===== config.mk =====
export PLATFORM = sky130hd
export DESIGN_NAME = ecpr_regs
export DESIGN_NICKNAME = d
export VERILOG_FILES = /design/src/verilog/ecpr_pkg.sv /design/src/verilog/ecpr_fifo.sv /design/src/verilog/ecpr_regs.sv
export SDC_FILE = /design/constraint.sdc
export NUM_CORES = 1
export LEC_CHECK = 0
export BUFFER_PORTS_ARGS = -buffer_cell sky130_fd_sc_hd__buf_2
export CAP_MARGIN = 20
export CORE_MARGIN = 2
export CORE_UTILIZATION = 45
export DETAILED_ROUTE_END_ITERATION = 10
export PLACE_DENSITY_LB_ADDON = 0.05
export SLEW_MARGIN = 20
export SYNTH_ARGS = -nofsm -noshare
export SYNTH_HDL_FRONTEND = slang
export SYNTH_HIERARCHICAL = 1
export SYNTH_SLANG_ARGS = --single-unit

===== constraint.sdc =====
create_clock -name mclk_i -period 10.25 [get_ports mclk_i]
set_input_delay 2.05 -clock mclk_i [delete_from_list [all_inputs] [get_ports mclk_i]]
set_output_delay 2.05 -clock mclk_i [all_outputs]
set_load 0.05 [all_outputs]

===== src/verilog/ecpr_pkg.sv =====
package ecpr_pkg;
  // offsets from the port base
  localparam logic [15:0] OFS_DATA = 16'h0000;
  localparam logic [15:0] OFS_STATUS = 16'h0001;
  localparam logic [15:0] OFS_CTRL = 16'h0002;
  localparam logic [15:0] OFS_FIFO = 16'h0400;
  localparam logic [15:0] OFS_CFGB = 16'h0401;
  localparam logic [15:0] OFS_ECR = 16'h0402;
  // mode field encodings
  localparam logic [2:0] MODE_STD = 3'h0;
  localparam logic [2:0] MODE_BIDIR = 3'h1;
  localparam logic [2:0] MODE_COMPAT_FIFO_PORT = 3'h2;
  localparam logic [2:0] MODE_ECP = 3'h3;
  localparam logic [2:0] MODE_EPP = 3'h4;
  localparam logic [2:0] MODE_RSVD = 3'h5;
  localparam logic [2:0] MODE_TEST = 3'h6;
  localparam logic [2:0] MODE_CONFIG = 3'h7;
  // reset and fixed values
  localparam logic [7:0] DATA_RST = 8'h00;
  localparam logic [5:0] CTRL_RST = 6'h00;
  localparam logic [2:0] ECR_MODE_RST = 3'h0;
  localparam logic ECR_SVC_RST = 1'b1;
  localparam logic [7:0] CAPABILITY_WORD_VAL = 8'h10;
  localparam logic [7:0] ZERO_BYTE = 8'h00;
  // device_control bit positions
  localparam int CTL_STROBE = 0;
  localparam int CTL_LF = 1;
  localparam int CTL_RESET = 2;
  localparam int CTL_SELREQ = 3;
  localparam int CTL_ACKIE = 4;
  localparam int CTL_DIR = 5;
  // extended_control bit positions
  localparam int ECR_MODE_LSB = 5;
  localparam int ECR_ERRIE = 4;
  localparam int ECR_DMAEN = 3;
  localparam int ECR_SVC = 2;
  // fifo and handshake timing
  localparam int FIFO_DEPTH = 16;
  localparam int TX_SPACE_THRESHOLD = 8;
  localparam int RX_FILL_THRESHOLD = 8;
  localparam int CLK_PERIOD_NS = 50;
  localparam int STROBE_MIN_NS = 500;
  localparam int STROBE_CYC = (STROBE_MIN_NS + CLK_PERIOD_NS - 1) / CLK_PERIOD_NS;

  typedef enum logic [4:0] {
    HS_IDLE = 5'b00001,
    HS_SETUP = 5'b00010,
    HS_STROBE = 5'b00100,
    HS_RELEASE = 5'b01000,
    HS_REV_ACK = 5'b10000
  } ecpr_hs_t;

  // peripheral status inputs, levels as on the cable
  typedef struct packed {
    logic busy;
    logic peer_acknowledge_in;
    logic paper_error_in;
    logic select;
    logic fault_in_low;
  } ecpr_status_t;

  // peripheral control outputs, levels as on the cable
  typedef struct packed {
    logic strobe_n;
    logic line_feed_out_n;
    logic peer_reset_out;
    logic select_request_out_n;
  } ecpr_ctrl_t;
endpackage


===== src/verilog/ecpr_fifo.sv =====
`timescale 1ns/1ps
module ecpr_fifo
  import ecpr_pkg::*;
#(
  parameter int W = 9,
  parameter int DEPTH = FIFO_DEPTH
) (
  input wire logic mclk_i,
  input wire logic srst_i,
  input wire logic flush_i,
  input wire logic push_i,
  input wire logic [W-1:0] wdata_i,
  input wire logic pop_i,
  output logic [W-1:0] head_o,
  output logic [$clog2(DEPTH):0] count_o,
  output logic full_o,
  output logic empty_o
);
  localparam int AW = $clog2(DEPTH);
  localparam logic [AW:0] DEPTH_C = (AW+1)'(DEPTH);

  logic [W-1:0] mem_ff [DEPTH];
  logic [AW-1:0] wr_ptr_ff;
  logic [AW-1:0] rd_ptr_ff;
  logic [AW:0] count_ff;
  wire do_push = push_i && (count_ff != DEPTH_C);
  wire do_pop = pop_i && (count_ff != '0);

  // a push when full is dropped, a pop when empty is ignored
  assign full_o = (count_ff == DEPTH_C);
  assign empty_o = (count_ff == '0);
  assign count_o = count_ff;
  assign head_o = mem_ff[rd_ptr_ff];

  // storage, one flop row per entry
  for (genvar i = 0; i < DEPTH; i++) begin : g_entry
    always_ff @(posedge mclk_i) begin
      if (do_push && (wr_ptr_ff == AW'(i))) begin
        mem_ff[i] <= wdata_i;
      end
    end
  end

  // pointers and level
  always_ff @(posedge mclk_i) begin
    if (srst_i || flush_i) begin
      wr_ptr_ff <= '0;
      rd_ptr_ff <= '0;
      count_ff <= '0;
    end else begin
      wr_ptr_ff <= wr_ptr_ff + AW'(do_push);
      rd_ptr_ff <= rd_ptr_ff + AW'(do_pop);
      count_ff <= count_ff + (AW+1)'(do_push) - (AW+1)'(do_pop);
    end
  end

  AST_FULL_DROP: assert property (@(posedge mclk_i) disable iff (srst_i)
    (full_o && push_i && !pop_i && !flush_i) |=> full_o && (count_o == DEPTH_C))
    else $error("push into full fifo changed its level");
  AST_EMPTY_HOLD: assert property (@(posedge mclk_i) disable iff (srst_i)
    (empty_o && pop_i && !push_i) |=> empty_o)
    else $error("pop from empty fifo changed its level");
endmodule


===== src/verilog/ecpr_regs.sv =====
`timescale 1ns/1ps
// Function
// - base plus 0..2 and 400h..402h decode, register chosen by mode field.
// - AEN high blocks every register select.
// - mode codes standard, bidir, fifo, ecp, enhanced, reserved, test, config.
// - data register clears on reset, loads on write strobe rise, drives lines.
// - data port read in modes 000/001 returns the data line levels.
// - mode 011 forward offset zero writes enter fifo tagged as address or run-length.
// - status bits 0 to 2 read low.
// - status bits 3 to 6 return fault, select, paper, acknowledge levels.
// - status bit 7 returns busy inverted.
// - reset clears control bits 0 to 5; bits 6 and 7 read zero.
// - control bits 0,1,3 drive pins inverted, save the handshake's bit 0 in 010/011 and bit 1 in 011; bit 2 drives reset straight.
// - with bit 4 set, acknowledge rising edge raises host interrupt request.
// - direction bit ignored in modes 000/010; else 1 means input.
// - mode 010 fifo bytes go out by compatibility handshake.
// - mode 011 sends by ecp handshake forward, fills fifo in reverse.
// - test mode fifo works both ways without peripheral handshake.
// - test fifo drops writes when full, rereads last byte when empty.
// - test fifo reads come from head in order while not empty.
// - service flag sets on free space or fill threshold by direction, only while the DMA enable bit is clear.
// - capability word at 400h in mode 111 reads 10h.
// - option status reads 0, irq line level, then six zeros.
// - one 16 byte fifo serves all fifo modes and both directions.
// - extended control bits 7 to 5 hold the mode field, read and write.
// - reverse run-length count byte repeats the next byte in hardware.
module ecpr_regs
  import ecpr_pkg::*;
#(
  parameter logic [15:0] BASE_ADDR = 16'h0378,
  parameter int TX_THR = TX_SPACE_THRESHOLD,
  parameter int RX_THR = RX_FILL_THRESHOLD
) (
  input wire logic mclk_i,
  input wire logic srst_i,
  input wire logic [15:0] io_addr_i,
  input wire logic aen_i,
  input wire logic host_write_strobe_n_i,
  input wire logic host_read_strobe_n_i,
  input wire logic [7:0] host_data_i,
  output logic [7:0] host_data_o,
  output logic host_data_oe_o,
  input wire logic enhanced_port_enable_i,
  input wire logic [7:0] peripheral_data_lines_i,
  output logic [7:0] peripheral_data_lines_o,
  output logic peripheral_data_lines_oe_o,
  input ecpr_status_t periph_status_i,
  output ecpr_ctrl_t periph_ctrl_o,
  output logic irq_o
);
  localparam int CW = $clog2(FIFO_DEPTH) + 1;
  localparam logic [CW-1:0] DEPTH_C = CW'(FIFO_DEPTH);
  localparam logic [CW-1:0] TX_THR_C = CW'(TX_THR);
  localparam logic [CW-1:0] RX_THR_C = CW'(RX_THR);
  localparam logic [3:0] STROBE_CYC_C = 4'(STROBE_CYC);
  localparam logic [7:0] STB_LEN_C = 8'(STROBE_CYC);

  logic [7:0] data_ff;
  logic [5:0] ctrl_ff;
  logic [2:0] mode_ff;
  logic errie_ff;
  logic dmaen_ff;
  logic svc_ff;
  logic irq_ff;
  logic wr_n_q_ff;
  logic rd_n_q_ff;
  logic ack_q_ff;
  logic [7:0] rdata_ff;
  logic [7:0] last_byte_ff;
  ecpr_hs_t hs_ff;
  logic [7:0] out_byte_ff;
  logic hs_strobe_ff;
  logic hs_lf_ff;
  logic [3:0] hs_cnt_ff;
  logic [6:0] rle_cnt_ff;
  logic [7:0] rle_byte_ff;
  logic rev_cmd_ff;
  logic [7:0] stb_len_ff;
  logic [8:0] fifo_head;
  logic [CW-1:0] fifo_count;
  logic fifo_full;
  logic fifo_empty;

  // address decode, all qualified by AEN
  wire [15:0] offs = io_addr_i - BASE_ADDR;
  wire hit_data = !aen_i && (offs == OFS_DATA);
  wire hit_status = !aen_i && (offs == OFS_STATUS);
  wire hit_ctrl = !aen_i && (offs == OFS_CTRL);
  wire hit_fifo = !aen_i && (offs == OFS_FIFO);
  wire hit_cfgb = !aen_i && (offs == OFS_CFGB);
  wire hit_ecr = !aen_i && (offs == OFS_ECR);
  wire sel_any = hit_data | hit_status | hit_ctrl | hit_fifo | hit_cfgb | hit_ecr;

  // mode qualifiers
  wire mode_spp = (mode_ff == MODE_STD) || (mode_ff == MODE_BIDIR);
  wire mode_ecp = (mode_ff == MODE_ECP);
  wire mode_test = (mode_ff == MODE_TEST);
  wire mode_cfg = (mode_ff == MODE_CONFIG);
  wire dir_in = ctrl_ff[CTL_DIR] && (mode_ff != MODE_STD) && (mode_ff != MODE_COMPAT_FIFO_PORT);
  wire fifo_port_ok = (mode_ff == MODE_COMPAT_FIFO_PORT) || mode_ecp || mode_test;
  wire sel_data_reg = hit_data && mode_spp;
  wire sel_afifo = hit_data && mode_ecp && !dir_in;
  wire sel_fifo = hit_fifo && fifo_port_ok;
  wire sel_capa = hit_fifo && mode_cfg;
  wire sel_cfgb = hit_cfgb && mode_cfg;

  // host strobe edges, the write takes effect at the rising edge
  wire wr_rise = host_write_strobe_n_i && !wr_n_q_ff;
  wire rd_rise = host_read_strobe_n_i && !rd_n_q_ff;
  wire ack_rise = periph_status_i.peer_acknowledge_in && !ack_q_ff;

  // read values
  wire [7:0] status_val = {!periph_status_i.busy, periph_status_i.peer_acknowledge_in,
    periph_status_i.paper_error_in, periph_status_i.select, periph_status_i.fault_in_low, 3'h0};
  wire [7:0] ctrl_val = {2'h0, ctrl_ff};
  wire [7:0] ecr_val = {mode_ff, errie_ff, dmaen_ff, svc_ff, fifo_full, fifo_empty};
  wire [7:0] cfgb_val = {1'b0, irq_ff, 6'h00};
  wire fifo_rd_ok = mode_test || (mode_ecp && dir_in);
  wire [7:0] fifo_rd_val = fifo_empty ? last_byte_ff : fifo_head[7:0];
  wire [7:0] rd_val = sel_data_reg ? peripheral_data_lines_i :
    hit_status ? status_val :
    hit_ctrl ? ctrl_val :
    (sel_fifo && fifo_rd_ok) ? fifo_rd_val :
    sel_capa ? CAPABILITY_WORD_VAL :
    sel_cfgb ? cfgb_val :
    hit_ecr ? ecr_val : ZERO_BYTE;

  // host side fifo traffic
  wire host_push = wr_rise && (sel_afifo || (sel_fifo && (mode_test || !dir_in)));
  wire host_pop = rd_rise && sel_fifo && fifo_rd_ok && !fifo_empty;
  wire host_tag = sel_afifo;

  // handshake enables
  wire hs_fwd_en = (mode_ff == MODE_COMPAT_FIFO_PORT) || (mode_ecp && !dir_in);
  wire hs_rev_en = mode_ecp && dir_in;
  wire hs_active = hs_fwd_en || hs_rev_en;
  wire fwd_start = hs_fwd_en && (hs_ff == HS_IDLE) && !fifo_empty && !periph_status_i.busy;
  wire rev_take = hs_rev_en && (hs_ff == HS_IDLE) && hs_lf_ff && !periph_status_i.peer_acknowledge_in;
  wire rev_cmd = !periph_status_i.busy; // busy low marks a command byte
  wire rev_push_first = rev_take && !rev_cmd; // count and channel bytes are never stored
  wire rev_push_rpt = (hs_ff == HS_REV_ACK) && !rev_cmd_ff && (rle_cnt_ff != '0) && !fifo_full;
  wire hs_push = rev_push_first || rev_push_rpt;
  wire hs_pop = fwd_start;
  wire [8:0] push_word = hs_push ? {1'b0, rev_push_rpt ? rle_byte_ff : peripheral_data_lines_i} :
    {host_tag, host_data_i};

  // mode write check: leave only via 000/001, enhanced only when allowed
  wire [2:0] new_mode = host_data_i[7:5];
  wire mode_legal = (mode_spp || (new_mode == MODE_STD) || (new_mode == MODE_BIDIR))
    && ((new_mode != MODE_EPP) || enhanced_port_enable_i);
  // service condition by direction
  wire [CW-1:0] fifo_free = DEPTH_C - fifo_count;
  wire svc_hit = !dmaen_ff && (dir_in ? (fifo_count >= RX_THR_C) : (fifo_free >= TX_THR_C));

  ecpr_fifo #(
    .W(9),
    .DEPTH(FIFO_DEPTH)
  ) u_fifo (
    .mclk_i(mclk_i),
    .srst_i(srst_i),
    .flush_i(mode_spp),
    .push_i(host_push || hs_push),
    .wdata_i(push_word),
    .pop_i(host_pop || hs_pop),
    .head_o(fifo_head),
    .count_o(fifo_count),
    .full_o(fifo_full),
    .empty_o(fifo_empty)
  );

  // host bus answer and pin outputs
  assign host_data_o = rdata_ff;
  assign host_data_oe_o = !host_read_strobe_n_i && sel_any;
  assign irq_o = irq_ff;
  assign peripheral_data_lines_o = mode_spp ? data_ff : mode_test ? fifo_rd_val : out_byte_ff;
  assign peripheral_data_lines_oe_o = !dir_in;
  assign periph_ctrl_o.strobe_n = !(hs_active ? hs_strobe_ff : ctrl_ff[CTL_STROBE]);
  assign periph_ctrl_o.line_feed_out_n = !(mode_ecp ? hs_lf_ff : ctrl_ff[CTL_LF]);
  assign periph_ctrl_o.peer_reset_out = ctrl_ff[CTL_RESET];
  assign periph_ctrl_o.select_request_out_n = !ctrl_ff[CTL_SELREQ];

  // edge history and read capture
  always_ff @(posedge mclk_i) begin
    if (srst_i) begin
      wr_n_q_ff <= 1'b1;
      rd_n_q_ff <= 1'b1;
      ack_q_ff <= 1'b1;
      rdata_ff <= ZERO_BYTE;
      last_byte_ff <= ZERO_BYTE;
    end else begin
      wr_n_q_ff <= host_write_strobe_n_i;
      rd_n_q_ff <= host_read_strobe_n_i;
      ack_q_ff <= periph_status_i.peer_acknowledge_in;
      if (!host_read_strobe_n_i) begin
        rdata_ff <= rd_val;
      end
      if (host_pop) begin
        last_byte_ff <= fifo_head[7:0];
      end
    end
  end

  // data and control registers
  always_ff @(posedge mclk_i) begin
    if (srst_i) begin
      data_ff <= DATA_RST;
      ctrl_ff <= CTRL_RST;
    end else begin
      if (wr_rise && sel_data_reg) begin
        data_ff <= host_data_i;
      end
      if (wr_rise && hit_ctrl) begin
        ctrl_ff[CTL_ACKIE:CTL_STROBE] <= host_data_i[CTL_ACKIE:CTL_STROBE];
        if (mode_ff == MODE_BIDIR) begin
          ctrl_ff[CTL_DIR] <= host_data_i[CTL_DIR];
        end
      end
    end
  end

  // extended control; hardware setting of the service flag wins over a write
  always_ff @(posedge mclk_i) begin
    if (srst_i) begin
      mode_ff <= ECR_MODE_RST;
      errie_ff <= 1'b0;
      dmaen_ff <= 1'b0;
      svc_ff <= ECR_SVC_RST;
    end else begin
      if (wr_rise && hit_ecr) begin
        if (mode_legal) begin
          mode_ff <= new_mode;
        end
        errie_ff <= host_data_i[ECR_ERRIE];
        dmaen_ff <= host_data_i[ECR_DMAEN];
        svc_ff <= host_data_i[ECR_SVC];
      end
      if (!svc_ff && svc_hit) begin
        svc_ff <= 1'b1;
      end
    end
  end

  // acknowledge interrupt, held until the status register is read
  always_ff @(posedge mclk_i) begin
    if (srst_i) begin
      irq_ff <= 1'b0;
    end else if (ctrl_ff[CTL_ACKIE] && ack_rise) begin
      irq_ff <= 1'b1;
    end else if (rd_rise && hit_status) begin
      irq_ff <= 1'b0;
    end
  end

  // peripheral handshake engine
  always_ff @(posedge mclk_i) begin
    if (srst_i || !hs_active) begin
      hs_ff <= HS_IDLE;
      out_byte_ff <= ZERO_BYTE;
      hs_strobe_ff <= 1'b0;
      hs_lf_ff <= 1'b0;
      hs_cnt_ff <= '0;
      rle_cnt_ff <= '0;
      rle_byte_ff <= ZERO_BYTE;
      rev_cmd_ff <= 1'b0;
    end else begin
      case (hs_ff)
        HS_IDLE: begin
          hs_lf_ff <= hs_rev_en && !fifo_full; // host ready in reverse
          if (fwd_start) begin
            out_byte_ff <= fifo_head[7:0];
            hs_lf_ff <= mode_ecp && fifo_head[8]; // address or run-length tag
            hs_ff <= HS_SETUP;
          end else if (rev_take) begin
            hs_lf_ff <= 1'b0;
            rle_byte_ff <= peripheral_data_lines_i;
            rev_cmd_ff <= rev_cmd; // repeats only follow a data byte
            if (rev_cmd && !peripheral_data_lines_i[7]) begin
              rle_cnt_ff <= peripheral_data_lines_i[6:0];
            end
            hs_ff <= HS_REV_ACK;
          end
        end
        HS_SETUP: begin
          hs_strobe_ff <= 1'b1;
          hs_cnt_ff <= STROBE_CYC_C;
          hs_ff <= HS_STROBE;
        end
        HS_STROBE: begin
          if (hs_cnt_ff != '0) begin
            hs_cnt_ff <= hs_cnt_ff - 4'h1;
          end
          if (mode_ecp ? periph_status_i.busy : (hs_cnt_ff == 4'h1)) begin
            hs_strobe_ff <= 1'b0;
            hs_ff <= HS_RELEASE;
          end
        end
        HS_RELEASE: begin
          if (!periph_status_i.busy) begin
            hs_lf_ff <= 1'b0;
            hs_ff <= HS_IDLE;
          end
        end
        HS_REV_ACK: begin
          if (rev_push_rpt) begin
            rle_cnt_ff <= rle_cnt_ff - 7'h01;
          end
          if (periph_status_i.peer_acknowledge_in && (rev_cmd_ff || (rle_cnt_ff == '0))) begin
            hs_ff <= HS_IDLE;
          end
        end
        default: begin
          hs_ff <= HS_IDLE;
        end
      endcase
    end
  end

  AST_AEN_BLOCKS: assert property (@(posedge mclk_i) disable iff (srst_i)
    aen_i |-> !sel_any && !host_data_oe_o)
    else $error("register selected while AEN high");
  AST_DATA_LOAD: assert property (@(posedge mclk_i) disable iff (srst_i)
    (wr_rise && sel_data_reg) |=> (data_ff == $past(host_data_i)) && (peripheral_data_lines_o == data_ff))
    else $error("data register did not take the host byte");
  AST_STATUS_READ: assert property (@(posedge mclk_i) disable iff (srst_i)
    (!host_read_strobe_n_i && hit_status) |=> (rdata_ff[2:0] == 3'h0)
      && (rdata_ff[7] == !$past(periph_status_i.busy)) && (rdata_ff[3] == $past(periph_status_i.fault_in_low)))
    else $error("status read value wrong");
  AST_CTRL_RESET: assert property (@(posedge mclk_i)
    srst_i |=> (ctrl_ff == CTRL_RST) && periph_ctrl_o.strobe_n && periph_ctrl_o.select_request_out_n)
    else $error("control register not cleared by reset");
  AST_ACK_IRQ: assert property (@(posedge mclk_i) disable iff (srst_i)
    (ack_rise && ctrl_ff[CTL_ACKIE]) |=> irq_o ##1 (irq_o || $past(rd_rise && hit_status)))
    else $error("acknowledge edge did not raise the interrupt");
  AST_DIR_FORCED: assert property (@(posedge mclk_i) disable iff (srst_i)
    ((mode_ff == MODE_STD) || (mode_ff == MODE_COMPAT_FIFO_PORT)) |-> peripheral_data_lines_oe_o)
    else $error("data lines released in an output-only mode");
  AST_CAPA_READ: assert property (@(posedge mclk_i) disable iff (srst_i)
    (!host_read_strobe_n_i && sel_capa) |=> (host_data_o == CAPABILITY_WORD_VAL))
    else $error("capability word wrong");
  AST_SVC_SET: assert property (@(posedge mclk_i) disable iff (srst_i)
    (!svc_ff && svc_hit) |=> svc_ff)
    else $error("service flag missed its threshold");
  // strobe width counter, helper for the compatibility strobe check
  always_ff @(posedge mclk_i) begin
    if (srst_i || !hs_strobe_ff) begin
      stb_len_ff <= '0;
    end else if (stb_len_ff != '1) begin
      stb_len_ff <= stb_len_ff + 8'h01;
    end
  end

  AST_COMPAT_STROBE: assert property (@(posedge mclk_i) disable iff (srst_i)
    ((mode_ff == MODE_COMPAT_FIFO_PORT) && $fell(hs_strobe_ff)) |-> (stb_len_ff == STB_LEN_C))
    else $error("compatibility strobe width wrong");
endmodule


==> impl_metrics.json <==
{
  "synth_area_um2": 10800,
  "ys_ff_latch": 232,
  "layout-drive-gt1-share_pct": 15.9,
  "postCtsHoldBufs": 0,
  "power_density_nw_per_um2": 163,
  "chipWidth_um": 159,
  "multi_input_area_um2": 4410,
  "finalSetupViolCount": 0,
  "overflow": 0,
  "syn_area_per_cell_um2": 12.1,
  "path_max_fanout": 9,
  "crit_buf_inv": 2,
  "cp_slowest_cell": "nor2_1",
  "area_delta_synth_final_pct": 13.9,
  "first_pass_iters": 5,
  "cts_tree": "built",
  "drtAntennaViolNets": 0,
  "htree_levels": 1,
  "yosys.area_share.xor_xnor_pct": 0.972,
  "syn-num-nets": 951,
  "antenna_found_initial": 0,
  "wl_per_cell_um": 21.2,
  "slew_viol_final": 0,
  "cp.required_ns": 8.20,
  "combPwrFrac_pct": 3.3,
  "async_flop_share_pct": 0,
  "drc": 0,
  "drtIter0Drc": 708,
  "clkLatencyLatePin_ns": 0.54,
  "yosysUniqueCellTypes": 75,
  "slew_headroom_pct": 30.3,
  "internal-power_mw": 1.58,
  "synth_fa_ha_area_share_pct": 1.92,
  "vias": 7417,
  "cts_resized": 0,
  "grt_use_total_pct": 21.7,
  "synth.top_cell.area_share_pct": 40.0,
  "sw_frac_of_total_pct": 21.6,
  "netSwitchingPower_uw": 434,
  "clock-sinks": 232,
  "viasPerCell": 5.72,
  "drv_cap": 0,
  "synth_edf_count": 144,
  "synth-simple-area-share_pct": 13.1,
  "cts-root-buf": "clkbuf_16",
  "die_y_um": 159,
  "synth_compound_area_share_pct": 9.92,
  "fin_crit_ns": 6.89,
  "cp_top_family": "simple AND/OR/NAND/NOR gates",
  "grt_pass1_vias": 7425,
  "ios": 66,
  "startpoint_type": "input port",
  "clockBufferDepth": 3,
  "crit_chain": "buf_2 > ha_1 > a31oi_1 > o21bai_1 > a222oi_1 > nand3_1 > nor2_1 > nand3_1 > a211oi_1 > buf_2",
  "rrSetupSlack_ns": 5.68,
  "grt_first_pass_wirelength_um": 43200,
  "hold_class": "flip-flop to flip-flop",
  "hold_violations": 0,
  "synthTopCellsByArea": "edfxtp_1 (40%), dfxtp_1 (16%), mux2i_1 (6.4%)",
  "start_util_pct": 46.0,
  "final_core_util_pct": 52.4,
  "path_clk_slew_ns": 0.06,
  "dp_hpwl_um": 18800,
  "rows": 56,
  "cts_made_buffers": 27,
  "n_antenna_cell": 0,
  "max_clock_freq_mhz": 145,
  "drt-total-wl_um": 27400,
  "synth_top_family_by_area": "multiplexers",
  "crit_path_end_kind": "primary output",
  "port_buffers": 65,
  "gp_congestion": 0.927,
  "p_clk_share_pct": 47.5,
  "fillerInstances": 2082,
  "synth_area_leader_cell": "edfxtp_1",
  "tns_ns": 0,
  "muxShareOfSynthArea_pct": 14.7,
  "grt_max_degree": 39,
  "power_frac_seq_pct": 49.2,
  "cp_slowest_stage_delay_ns": 0.56,
  "status": "finished, final reports clean",
  "regArea_um2": 6090,
  "leakagePower_nw": 4.24,
  "fin_crit_sh_pct": 67.2,
  "dieArea_um2": 25300,
  "synthCells": 892,
  "max_slew.worst_pin.slew_ns": 1.04,
  "arrival_ns": 4.84,
  "nets": 1016,
  "core_um2": 23500,
  "crit_type": "input port to primary output",
  "yosysWarnings": 6,
  "seq_area_frac_synth_pct": 56.3,
  "ir_drop_uv": 130,
  "cts_setup_buffers": 0,
  "synth_flop_cell": "edfxtp_1",
  "rsz0062_at_grt": "false",
  "finClkSkew_ns": 0.0106
}
[per-stage QoR]
stage / hold slack [ns] / instance area [µm²] / worst slack, ns / std cells / power, mW
final: 0.472 / 12300 / 3.36 / 1296 / 2.01
after global routing: 0.492 / 12300 / 2.98 / 1296 / 2.08
after CTS: 0.473 / 12300 / 3.33 / 1296 / 2.03
after detailed placement: 0.465 / 11400 / 3.36 / 1247 / 1.08
after global placement: 0.459 / 11400 / 3.46 / 1247 / 1.08
after floorplan: 0.445 / 10800 / 3.27 / 892 / 1.05
[power groups by stage]
stage	Clock (mW)	Combinational, mW	Sequential, mW
detailed placement	0	0.0661	1.01
global route	1.01	0.0725	0.991
CTS	0.976	0.0663	0.991
global placement	0	0.0644	1.01
floorplan	0	0.0298	1.02
finish	0.956	0.0666	0.991
[cell usage after synthesis (4+ instances only)]
cell type	instances
mux2i_1	69
nor3_1	23
ha_1	15
nand3b_1	10
a22oi_1	22
mux4_1	20
edfxtp_1	144
o22ai_1	5
or2_2	4
a221oi_1	5
nor2_1	100
and2_1	8
nand2b_1	10
nor2b_1	7
xor2_1	8
mux4_2	16
dfxtp_1	88
or3_1	5
nor3b_1	4
nand2_1	73
buf_2	5
a21oi_1	35
a31oi_1	4
clkbuf_1	32
inv_1	21
o31ai_1	5
o2111ai_1	4
xnor2_1	4
a211oi_1	5
o21ai_0	51
nand3_1	22
[cell usage in the layout (no fill, tap or decap), types with 27 or more instances in the layout]
cell type,synthesis,layout
o21ai_0,51,44
dfxtp_1,88,87
buf_2,5,65
edfxtp_1,144,144
mux2i_1,69,69
a21oi_1,35,35
clkbuf_16,0,27
nor2_1,100,100
nand2_1,73,73
[registers in the layout (all words and copies together), names as in the netlist, 3 cells and up]
signal            count
last_byte_ff          8
host_data_o           8
rle_byte_ff           8
ctrl_ff               6
out_byte_ff           8
hs_ff                 5
u_fifo/rd_ptr_ff      4
mode_ff               3
hs_cnt_ff             4
u_fifo/mem_ff       144
rle_cnt_ff            7
data_ff               8
u_fifo/wr_ptr_ff      4
u_fifo/count_o        5
[kinds of logic after synthesis]
family	after synthesis
simple gates	290
flops	232
compound gates	166
mux	106
buf+inv	70
fa+ha+maj	16
xor+xnor	12
[final cells by class]
cell class                      count  area share, %
Timing Repair Buffer               84           3.80
Multi-Input combinational cell    590           35.7
Tap cell                          319           3.24
Clock buffer                       34           5.78
Clock inverter                     15           1.39
Inverter                           22          0.670
Sequential cell                   232           49.4
[final timing paths]
check,from,to,cells after the start
setup / recovery,io_addr_i[3],host_data_oe_o,10
hold / removal,host_data_o[1]$_SDFFE_PP0N_,host_data_o[1]$_SDFFE_PP0N_,2
setup reg to reg,mode_ff[2]$_SDFFE_PP0P_,u_fifo/count_o[4]$_SDFF_PP0_,14
hold reg to reg,host_data_o[1]$_SDFFE_PP0N_,host_data_o[1]$_SDFFE_PP0N_,2
[worst register-to-register path: stages, from the launching register on]
cell	delay, ns
dfxtp_1	0.86
nand2b_1	0.54
o21ai_0	0.25
nand3b_1	0.17
or3b_1	0.56
o31ai_1	0.29
nor2b_1	0.29
ha_1	0.18
inv_1	0.04
ha_1	0.20
fa_1	0.42
a21oi_1	0.15
nor2_1	0.07
or3_1	0.34
a21oi_1	0.15
[per-layer routing]
| metal | track usage (%) | vias to the layer above | share of wire, % |
|---|---|---|---|
| li1 | - | 3513 | - |
| met1 | 29.6 | 3640 | 45 |
| met2 | 36.0 | 215 | 47 |
| met3 | 3.18 | 49 | 4.7 |
| met4 | 6.45 | 0 | 2.9 |
| met5 | 0 | - | 0 |
Note: power is estimated with default switching activity, not from simulation.
